--- src/include/fwc_map.svh ---
// Purpose: Offsets, field positions, reset values and timing for the flash controller
// Assumes: Byte-wide special register port at the printed offsets
// Notes: Definitions only
`ifndef FWC_MAP_SVH
`define FWC_MAP_SVH
`define FWC_OFS_TIMING 8'hAB
`define FWC_OFS_ADDR_LOW 8'hAC
`define FWC_OFS_ADDR_HIGH 8'hAD
`define FWC_OFS_CMD_STATUS 8'hAE
`define FWC_OFS_WRITE_PORT 8'hAF
`define FWC_BIT_BUSY 7
`define FWC_BIT_PENDING 6
`define FWC_BIT_WRITE 1
`define FWC_BIT_ERASE 0
`define FWC_RST_TIMING 6'h11
`define FWC_DMA_TRIGGER_FLASH 5'h12
`define FWC_CLK_HZ 40000000
`define FWC_TIMEOUT_US 40
`define FWC_TIMEOUT_CYC ((`FWC_TIMEOUT_US * (`FWC_CLK_HZ / 1000000)))
`define FWC_WORD_UNITS 16
`define FWC_PAGE_UNITS 16000
`endif

--- src/include/fwc_pkg.sv ---
// Purpose: Types shared by the flash write/erase controller
// Assumes: Nothing beyond SystemVerilog
// Notes: Constants live in fwc_map.svh
package fwc_pkg;
  typedef enum logic [2:0] {
    FWC_IDLE,
    FWC_ERASE,
    FWC_WAIT_BYTES,
    FWC_PROGRAM
  } fwc_state_e;

  typedef struct packed {
    logic wrEn;
    logic rdEn;
    logic [7:0] addr;
    logic [7:0] wdata;
  } fwc_reg_req_s;

  typedef struct packed {
    logic req;
    logic we;
    logic [13:0] addr;
    logic [15:0] data;
  } fwc_array_req_s;
endpackage

--- src/flash_write_erase_controller.sv ---
// Purpose: Flash program/erase sequencer with byte-pair write port and DMA request
// Assumes: Single system clock, synchronous reset, byte register port from the CPU
// Notes: Flash array is external; controller drives its request port
`timescale 1ns/1ps
`include "fwc_map.svh"

module flash_write_erase_controller
  import fwc_pkg::*;
#(
  parameter int TIMEOUT_CYC = `FWC_TIMEOUT_CYC
) (
  input wire logic ref_clk,
  input wire logic srst,
  input wire logic clkEn,
  input wire fwc_reg_req_s regReq,
  input wire logic cpuFlashAccess,
  input wire logic cpuRunsFromFlash,
  input wire logic dmaArmedFlash,
  input wire logic [4:0] dmaTriggerSelect,
  input wire logic sleepExit,
  input wire logic [15:0] arrayRdata,
  output logic [7:0] regRdata,
  output fwc_array_req_s arrayReq,
  output logic arrayEraseReq,
  output logic [4:0] arrayErasePage,
  output logic dmaReq,
  output logic cpuStall,
  output logic cpuFlashBlocked,
  output logic accessViolation
);
  typedef struct packed {
    fwc_state_e state;
    logic [5:0] addrHigh;
    logic [7:0] addrLow;
    logic [5:0] timingValue;
    logic [7:0] lowByte;
    logic haveLow;
    logic writeQueued;
    logic wordPending;
    logic [15:0] wordData;
    logic [15:0] toCount;
    logic [7:0] regRdata;
    fwc_array_req_s arrayReq;
    logic arrayEraseReq;
    logic [4:0] arrayErasePage;
    logic dmaReq;
    logic cpuStall;
    logic cpuFlashBlocked;
    logic accessViolation;
    logic tgStart;
    logic [15:0] tgUnits;
  } fwc_ctl_s;

  fwc_ctl_s st;
  fwc_ctl_s next_st;
  logic tgDone;
  logic busy;
  logic dmaUsed;
  logic portWrite;

  fwc_timing_gen #(
    .CNT_W(24)
  ) uTiming (
    .ref_clk(ref_clk),
    .srst(srst),
    .clkEn(clkEn),
    .start(st.tgStart),
    .units(st.tgUnits),
    .timingValue(st.timingValue),
    .done(tgDone)
  );

  assign busy = (st.state != FWC_IDLE);
  assign dmaUsed = dmaArmedFlash && (dmaTriggerSelect == `FWC_DMA_TRIGGER_FLASH);
  assign portWrite = regReq.wrEn && (regReq.addr == `FWC_OFS_WRITE_PORT);

  always_comb begin
    next_st = st;
    next_st.tgStart = 1'b0;
    next_st.arrayReq.req = 1'b0;
    next_st.arrayEraseReq = 1'b0;
    next_st.dmaReq = 1'b0;
    next_st.accessViolation = 1'b0;

    // Register writes; command bits are not stored in any readable field, so they read zero
    if (regReq.wrEn) begin
      unique case (regReq.addr)
        `FWC_OFS_TIMING: next_st.timingValue = regReq.wdata[5:0];
        `FWC_OFS_ADDR_LOW: next_st.addrLow = regReq.wdata;
        `FWC_OFS_ADDR_HIGH: next_st.addrHigh = regReq.wdata[5:0];
        `FWC_OFS_CMD_STATUS: begin
          if (!busy && regReq.wdata[`FWC_BIT_ERASE]) begin
            next_st.state = FWC_ERASE;
            next_st.writeQueued = regReq.wdata[`FWC_BIT_WRITE];
            next_st.arrayEraseReq = 1'b1;
            next_st.arrayErasePage = st.addrHigh[5:1];
            next_st.tgUnits = 16'(`FWC_PAGE_UNITS);
            next_st.tgStart = 1'b1;
            next_st.cpuStall = cpuRunsFromFlash;
          end else if (!busy && regReq.wdata[`FWC_BIT_WRITE]) begin
            next_st.state = FWC_WAIT_BYTES;
            next_st.haveLow = 1'b0;
            next_st.toCount = '0;
            next_st.dmaReq = dmaUsed;
            next_st.cpuStall = cpuRunsFromFlash && !dmaUsed;
          end
        end
        default: ;
      endcase
    end

    // Sleep exit drops a command in flight, unless a state step below moves it on in the same cycle
    if (sleepExit) begin
      next_st.state = FWC_IDLE;
      next_st.writeQueued = 1'b0;
      next_st.wordPending = 1'b0;
      next_st.cpuStall = 1'b0;
    end

    unique case (st.state)
      FWC_IDLE: ;
      FWC_ERASE: begin
        if (tgDone) begin
          next_st.writeQueued = 1'b0;
          if (st.writeQueued) begin
            next_st.state = FWC_WAIT_BYTES;
            next_st.haveLow = 1'b0;
            next_st.toCount = '0;
            next_st.dmaReq = dmaUsed;
          end else begin
            next_st.state = FWC_IDLE;
            next_st.cpuStall = 1'b0;
          end
        end
      end
      FWC_WAIT_BYTES: begin
        next_st.toCount = st.toCount + 16'h0001;
        if (portWrite) begin
          if (!st.haveLow) begin
            next_st.lowByte = regReq.wdata;
            next_st.haveLow = 1'b1;
            next_st.dmaReq = dmaUsed;
          end else begin
            // Read-modify-write so a one never revives a cleared bit
            next_st.wordData = {regReq.wdata, st.lowByte};
            next_st.haveLow = 1'b0;
            next_st.state = FWC_PROGRAM;
            next_st.wordPending = 1'b1;
            next_st.tgUnits = 16'(`FWC_WORD_UNITS);
            next_st.tgStart = 1'b1;
          end
        end else if (st.toCount >= 16'(TIMEOUT_CYC - 1)) begin
          // Address registers keep the failing word for resume
          next_st.state = FWC_IDLE;
          next_st.haveLow = 1'b0;
          next_st.cpuStall = 1'b0;
        end
      end
      FWC_PROGRAM: begin
        if (tgDone) begin
          next_st.arrayReq.req = 1'b1;
          next_st.arrayReq.we = 1'b1;
          next_st.arrayReq.addr = {st.addrHigh, st.addrLow};
          next_st.arrayReq.data = st.wordData & arrayRdata;
          {next_st.addrHigh, next_st.addrLow} = {st.addrHigh, st.addrLow} + 14'h0001;
          next_st.wordPending = 1'b0;
          next_st.state = FWC_WAIT_BYTES;
          next_st.toCount = '0;
          next_st.dmaReq = dmaUsed;
        end else begin
          // Hold array read address so the merge sees current contents
          next_st.arrayReq.addr = {st.addrHigh, st.addrLow};
          next_st.arrayReq.we = 1'b0;
        end
      end
      default: next_st.state = FWC_IDLE;
    endcase

    next_st.cpuFlashBlocked = (next_st.state == FWC_PROGRAM)
                              || (next_st.state == FWC_ERASE);
    next_st.accessViolation = cpuFlashAccess && st.wordPending;

    unique case (regReq.addr)
      `FWC_OFS_TIMING: next_st.regRdata = {2'b00, st.timingValue};
      `FWC_OFS_ADDR_LOW: next_st.regRdata = st.addrLow;
      `FWC_OFS_ADDR_HIGH: next_st.regRdata = {2'b00, st.addrHigh};
      `FWC_OFS_CMD_STATUS: next_st.regRdata = {busy, st.wordPending, 6'h00};
      `FWC_OFS_WRITE_PORT: next_st.regRdata = st.lowByte;
      default: next_st.regRdata = 8'h00;
    endcase
  end

  always_ff @(posedge ref_clk) begin
    if (srst) begin
      st <= '0;
      st.timingValue <= `FWC_RST_TIMING;
    end else if (clkEn) begin
      st <= next_st;
    end
  end

  assign regRdata = st.regRdata;
  assign arrayReq = st.arrayReq;
  assign arrayEraseReq = st.arrayEraseReq;
  assign arrayErasePage = st.arrayErasePage;
  assign dmaReq = st.dmaReq;
  assign cpuStall = st.cpuStall;
  assign cpuFlashBlocked = st.cpuFlashBlocked;
  assign accessViolation = st.accessViolation;
endmodule

--- src/fwc_timing_gen.sv ---
// Purpose: Timing generator that scales program/erase durations by the timing value
// Assumes: Same clock and enable as the controller
// Notes: Duration is units times timing value system cycles, plus one
`timescale 1ns/1ps
module fwc_timing_gen
  import fwc_pkg::*;
#(
  parameter int CNT_W = 24
) (
  input wire logic ref_clk,
  input wire logic srst,
  input wire logic clkEn,
  input wire logic start,
  input wire logic [15:0] units,
  input wire logic [5:0] timingValue,
  output logic done
);
  typedef struct packed {
    logic [CNT_W-1:0] count;
    logic running;
    logic done;
  } fwc_tg_s;

  fwc_tg_s st;
  fwc_tg_s next_st;

  always_comb begin
    next_st = st;
    next_st.done = 1'b0;
    if (start) begin
      // Zero timing value still takes one cycle
      next_st.count = CNT_W'(units) * CNT_W'(timingValue) + CNT_W'(1);
      next_st.running = 1'b1;
    end else if (st.running) begin
      if (st.count <= CNT_W'(1)) begin
        next_st.running = 1'b0;
        next_st.done = 1'b1;
      end else begin
        next_st.count = st.count - CNT_W'(1);
      end
    end
  end

  always_ff @(posedge ref_clk) begin
    if (srst) begin
      st <= '0;
    end else if (clkEn) begin
      st <= next_st;
    end
  end

  assign done = st.done;
endmodule

--- config.mk ---
export PLATFORM = sky130hd
export DESIGN_NAME = flash_write_erase_controller
export DESIGN_NICKNAME = d
export VERILOG_FILES = /design/src/include/fwc_pkg.sv /design/src/flash_write_erase_controller.sv /design/src/fwc_timing_gen.sv
export VERILOG_INCLUDE_DIRS = /design/src /design/src/include
export SDC_FILE = /design/constraint.sdc
export NUM_CORES = 1
export LEC_CHECK = 0
export BUFFER_PORTS_ARGS = -buffer_cell sky130_fd_sc_hd__clkbuf_2
export CAP_MARGIN = 20
export CORE_MARGIN = 3
export CORE_UTILIZATION = 50
export DETAILED_ROUTE_END_ITERATION = 7
export GPL_ROUTABILITY_DRIVEN = 0
export GPL_TIMING_DRIVEN = 0
export MAX_ROUTING_LAYER = met4
export PLACE_DENSITY = 0.69
export SETUP_SLACK_MARGIN = 0.02
export SLEW_MARGIN = 15
export SYNTH_ARGS = -nofsm -noshare
export SYNTH_HDL_FRONTEND = slang
export SYNTH_SLANG_ARGS = --single-unit
--- constraint.sdc ---
create_clock -name ref_clk -period 7.84 [get_ports ref_clk]
set_input_delay 1.568 -clock ref_clk [delete_from_list [all_inputs] [get_ports ref_clk]]
set_output_delay 1.568 -clock ref_clk [all_outputs]
set_load 0.02 [all_outputs]
**Word-level counts from Yosys, hierarchy flattened**

Index checks and enable logic that the tools add are counted.

- Input port bits: 46
- Word-level logic and storage cells: 140
- Register bits: 159
- Output and inout bits: 50

- Multiply operators: 1
- Multiplexer cells: 74
- Bitwise logic cells: 2
- Equality and inequality tests: 12
- Order comparisons: 2
- Reductions and logical operators: 19
- $add $sub $neg: 4

Operators with widths:

| kind | count |
|---|---|
| $mux W17 | 9 |
| $mux W16 | 8 |
| $pmux W16 S3 | 1 |
| $eq A8 B8 Y1 const B | 5 |
| $pmux W8 S5 | 1 |
| $mux W32 | 1 |
| $mux W26 | 1 |
| $mux W25 | 1 |
| $le A24 B1 Y1 const B | 1 |
| $mux W24 | 1 |
| $mux W3 | 8 |
| $mux W8 | 3 |
| $sub A24 B1 Y24 const B | 1 |
| $add A22 B1 Y23 const B | 1 |
| $mux W23 | 1 |
| $mul A16 B6 Y22 | 1 |
| $mux W1 | 21 |
| $mux W6 | 3 |
| $add A16 B1 Y16 const B | 1 |
| $and A16 B16 Y16 | 1 |
| $ge A16 B11 Y1 const B | 1 |
| $mux W2 | 8 |
| $mux W15 | 1 |
| $add A14 B1 Y14 const B | 1 |
| other kinds (18) | 33 |

**Logic depth before layout (Yosys ltp)**

- Depth after elaboration: 13
- Gate-level depth with buffers: 17
- Mapped depth without buffers: 16

**Modules after synthesis**

From an unflattened synthesis, not the netlist that was laid out.

- Cells, all modules: 1361
- Area total of the unflattened synthesis: 10956.8 µm²

Modules (own cells, without submodules):

| module | cells each | times used | seq. area each (µm²) | area an instance (µm²) |
|---|---|---|---|---|
| flash_write_erase_controller | 769 | 1 | 2662.6 | 6226.0 |
| fwc_timing_gen | 592 | 1 | 520.5 | 4730.8 |

**Least setup slack after synthesis**

Ideal clock, no wire load.

- Path kind: register -> register
- Start: register st[115] (netlist name)
- End: register uTiming.st[22] (netlist name)
- Slack: 3.699 ns
- Setup time: 0.087 ns
- Cell stages (with the launch flop): 17
- Path buffers: 1
- Arrival time: 4.054 ns
- Period minus slack after synthesis: 4.141 ns
- Cell sequence: dfxtp_1 > clkbuf_1 > and2_1 > fa_1 > fa_1 > inv_1 > fa_1 > inv_1 > ha_1 > nand2_1 > o21ai_0 > o21ai_1 > o31ai_2 > a31oi_1 > o31a_1 > xor2_1 > o31ai_1

- Cells in the longest elaborated chain, start to end: 3

Ends and longest elaborated chain:

| what | line | text |
|---|---|---|
| $mul A16 B6 Y22 | fwc_timing_gen.sv:32 | `next_st.count = CNT_W'(units) * CNT_W'(timingValue) + CNT_W'(1);` |
| $add A22 B1 Y23 | fwc_timing_gen.sv:32 |  |
| $mux W25 | fwc_timing_gen.sv:30 | `if (start) begin` |
| end signal, assigned | fwc_timing_gen.sv:48 | `st <= next_st;` |
| end, declared | fwc_timing_gen.sv:24 | `fwc_tg_s st;` |

Every way passes these cells.
A chain may end at the register's enable or synchronous reset.

**Worst setup path after layout**

- Start: register st[115] (netlist name)
- End: register uTiming.st[22] (netlist name)

- Cells in the longest elaborated chain, start to end: 3

Ends and longest elaborated chain:

| what | line |
|---|---|
| $mul A16 B6 Y22 | fwc_timing_gen.sv:32 |
| $add A22 B1 Y23 | fwc_timing_gen.sv:32 |
| $mux W25 | fwc_timing_gen.sv:30 |

Every way passes these cells.

==> impl_metrics.csv <==
group,metric,value,unit
status,outcome,"finished clean",
grt,grt.total_usage,27.2,%
worst_setup_path,cp.required,8.19,ns
placement,dpl_worst_slack,2.82,ns
timing,skew,0.0108,ns
worst_setup_path,crit_arrival,5.46,ns
logic_synthesis,synthesis.nets,1486,
die,die-width,152,um
worst_setup_path,cp_max_fo,10,
grt,grt_pass1_wl,50.6,mm
detailed_routing,vias,10100,
logic_synthesis,yosysMostFrequentCell,"nand2_1",
timing,layout_setup_ws,2.73,ns
worst_setup_path,path_delay_family,"adder cells",
grt,grt.overflow.total,0,
min_path,worstHoldEndpoint,"cpuStall",
detailed_routing,routed_wirelength,30.6,mm
final_layout,final.fill_count,1957,
die,num_io_pins,96,
detailed_routing,post_drt_wl_per_cell,17.6,um
power,pwr_density_cell,141,nW/um^2
die,start_util,51.8,%
logic_synthesis,netlist_top_cells_count,"177 x nand2_1, 159 x dfxtp_1, 125 x a21oi_1",
detailed_routing,drt-vias-per-instance,5.81,
final_layout,diodes,0,
min_path,min_path_cells,2,
worst_setup_path,critPathSlowestCell,"dfxtp_1",
logic_synthesis,synth_edf_count,0,
clock_tree,cts_tree,"done",
logic_synthesis,syn_avg_cell_area,7.94,um^2
min_path,min_from,"cpuStall",
worst_setup_path,worstRegToRegCells,15,
logic_synthesis,synth_area_leaders,"dfxtp_1 30%, fa_1 11%, nand2_1 6.2%",
power,vdd_drop_max,0.149,mV
placement,hpwl,22.9,mm
clock_tree,clk_pin_slew,0.08,ns
die,core_area,20600,um^2
run,max-cap-violations,0,
worst_setup_path,rrSetupSlack,2.73,ns
logic_synthesis,synth_cells,1344,
clock_tree,numCtsBuffers,17,
detailed_routing,drc_errors,0,
timing,drv_slew,0,
logic_synthesis,yosys_register_bits,159,
final_layout,multi_input_comb_area,6570,um^2
worst_setup_path,cpMostUsedCell,"fa_1",
worst_setup_path,cp_slowest_stage_delay,0.65,ns
worst_setup_path,regToRegStartpoint,"st[115]",
worst_setup_path,critPathBufInv,2,
timing,hold_viol,0,
worst_setup_path,crit_path_end_kind,"flop",
worst_setup_path,reg2reg_to,"uTiming.st[22]",
clock_tree,h-tree-depth,4,
grt,antenna_found_initial,0,
clock_tree,clockBufferDepth,2,
logic_synthesis,yosysWarnings,0,
clock_tree,clock_sinks,159,
timing,fin_crit_sh,65.2,%
clock_tree,cts_resized,0,
logic_synthesis,synth-async-reset-ratio,0,%
logic_synthesis,synth_cell_types,66,
logic_synthesis,synth_top_cell_area_share,29.8,%
timing,period_minus_slack,5.11,ns
worst_setup_path,critical_path_class,"flop to flop",
grt,grt_max_degree,19,
clock_tree,hold_buffers,0,
grt,grt_pass1_vias,9841,
die,die_height,152,um
worst_setup_path,critPathLaunchType,"flop",
logic_synthesis,ys_seq_area_share,29.8,%
clock_tree,clock_tree.root_cell,"clkbuf_16",
timing,rsz0062_at_grt,"false",
timing,fin_tns_setup,0,ns
final_layout,drive_above_1_share,13.5,%
clock_tree,cts_setup_buffers,0,
detailed_routing,drt_first_pass_iters,6,
logic_synthesis,synthFlopType,"dfxtp_1",
detailed_routing,drt-initial-drc-count,1067,
final_layout,regArea,3180,um^2
logic_synthesis,syn_area,10700,um^2
timing,max_freq,196,MHz
clock_tree,insertion_delay,0.43,ns
worst_setup_path,crit_chain,"clkbuf_1 > nand2_1 > fa_1 > fa_1 > fa_1 > inv_1 > ha_1 > o21ai_0 > nor2_1 > o21ai_1 > o31ai_2 > a31oi_1 > o31a_1 > xor2_1 > o31ai_1",
die,rows,52,
final_layout,area_growth_syn_to_layout,12.9,%
power,leakagePower,5.08,nW
detailed_routing,antenna_left,0,
timing,timing.slew.headroom,45.0,%
final_layout,nets,1594,
die,dieArea,23100,um^2
logic_synthesis,yosys.area.top_type,"dfxtp_1",
placement,io_buffers,88,
timing,setup_viol,0,
final_layout,final_util,58.4,%
min_path,hold_class,"flop to flop",
timing,worst_pin_slew,0.816,ns
kinds of logic after synthesis:
| family | count (synthesis) | synth area share, % |
|---|---|---|
| flip-flops | 159 | 29.8 |
| multiplexers | 11 | 1.03 |
| adder cells (fa/ha/maj) | 96 | 15.3 |
| XOR/XNOR | 23 | 1.89 |
| buffers and inverters | 194 | 8.67 |
| AO/OA/AOI/OAI | 319 | 18.3 |
| AND/OR/NAND/NOR | 542 | 25.0 |
sequential cells by signal (all words and copies together), names as in the netlist:
| signal | cells |
|---|---|
| st | 83 |
| arrayReq | 32 |
| uTiming.st | 25 |
| regRdata | 8 |
| arrayErasePage | 5 |
| accessViolation | 1 |
| arrayEraseReq | 1 |
| cpuFlashBlocked | 1 |
| cpuStall | 1 |
| dmaReq | 1 |
| uTiming.done | 1 |
where the power goes:
part / total [mW] / internal, mW / switching [mW] / leakage [nW]
combinational: 0.0607 / 0.0156 / 0.0451 / 3.52
clock: 0.837 / 0.429 / 0.408 / 0.284
sequential: 0.807 / 0.807 / 0.000284 / 1.28
total: 1.70 / 1.25 / 0.453 / 5.08
cell usage in the layout (no fill, tap or decap), types with 13 or more instances in the layout:
| cell | instances |
|---|---|
| nand2_1 | 177 |
| dfxtp_1 | 159 |
| a21oi_1 | 125 |
| and2_1 | 101 |
| nor2_1 | 93 |
| clkbuf_2 | 88 |
| inv_1 | 84 |
| o21ai_0 | 61 |
| fa_1 | 57 |
| nand3_1 | 53 |
| clkbuf_1 | 52 |
| buf_4 | 47 |
| nor3_1 | 40 |
| ha_1 | 39 |
| a31oi_1 | 18 |
| clkbuf_16 | 17 |
| a221oi_1 | 14 |
| and3_1 | 13 |
| xor2_1 | 13 |
area by class of cell:
type / count / share of cell area, %
buffer: 109 / 5.03
multi-input combinational: 991 / 54.5
sequential: 159 / 26.4
clock buffer: 17 / 3.53
tap: 270 / 2.80
clock inverter: 15 / 1.35
inverter: 85 / 2.65
timing repair buffer: 89 / 3.72
worst max-delay path by stage:
stage	start	to	slack [ns]	cells after the start
global placement	st[115]	uTiming.st[22]	2.87	16
finish	st[115]	uTiming.st[22]	2.73	15
floorplan	st[115]	uTiming.st[22]	3.70	16
CTS	st[115]	uTiming.st[22]	2.79	15
global route	st[115]	uTiming.st[22]	2.41	15
detailed placement	st[115]	uTiming.st[22]	2.82	15
per-layer routing:
metal	share of wire, %	up-vias	global-route usage (%)
met5	0	-	-
met4	2.6	0	8.73
met3	7.6	64	4.58
met2	45	407	40.7
met1	45	4809	37.9
li1	-	4792	-
through the flow:
step / hold slack [ns] / power [mW] / area, um^2 / instances
6_report: 0.452 / 1.70 / 12100 / 1735
5_1_grt: 0.468 / 1.75 / 12100 / 1735
4_1_cts: 0.453 / 1.71 / 12100 / 1735
3_5_place_dp: 0.441 / 0.885 / 11500 / 1703
3_3_place_gp: 0.439 / 0.885 / 11500 / 1702
2_1_floorplan: 0.426 / 0.853 / 10700 / 1344
tightest hold or removal path: cells and delay by family, from the launching register on:
family	cells	cell delay (ns)
flops	1	0.31
buf+inv	1	0.05
compound gates	1	0.05
Power figures use the tool's default switching activity.
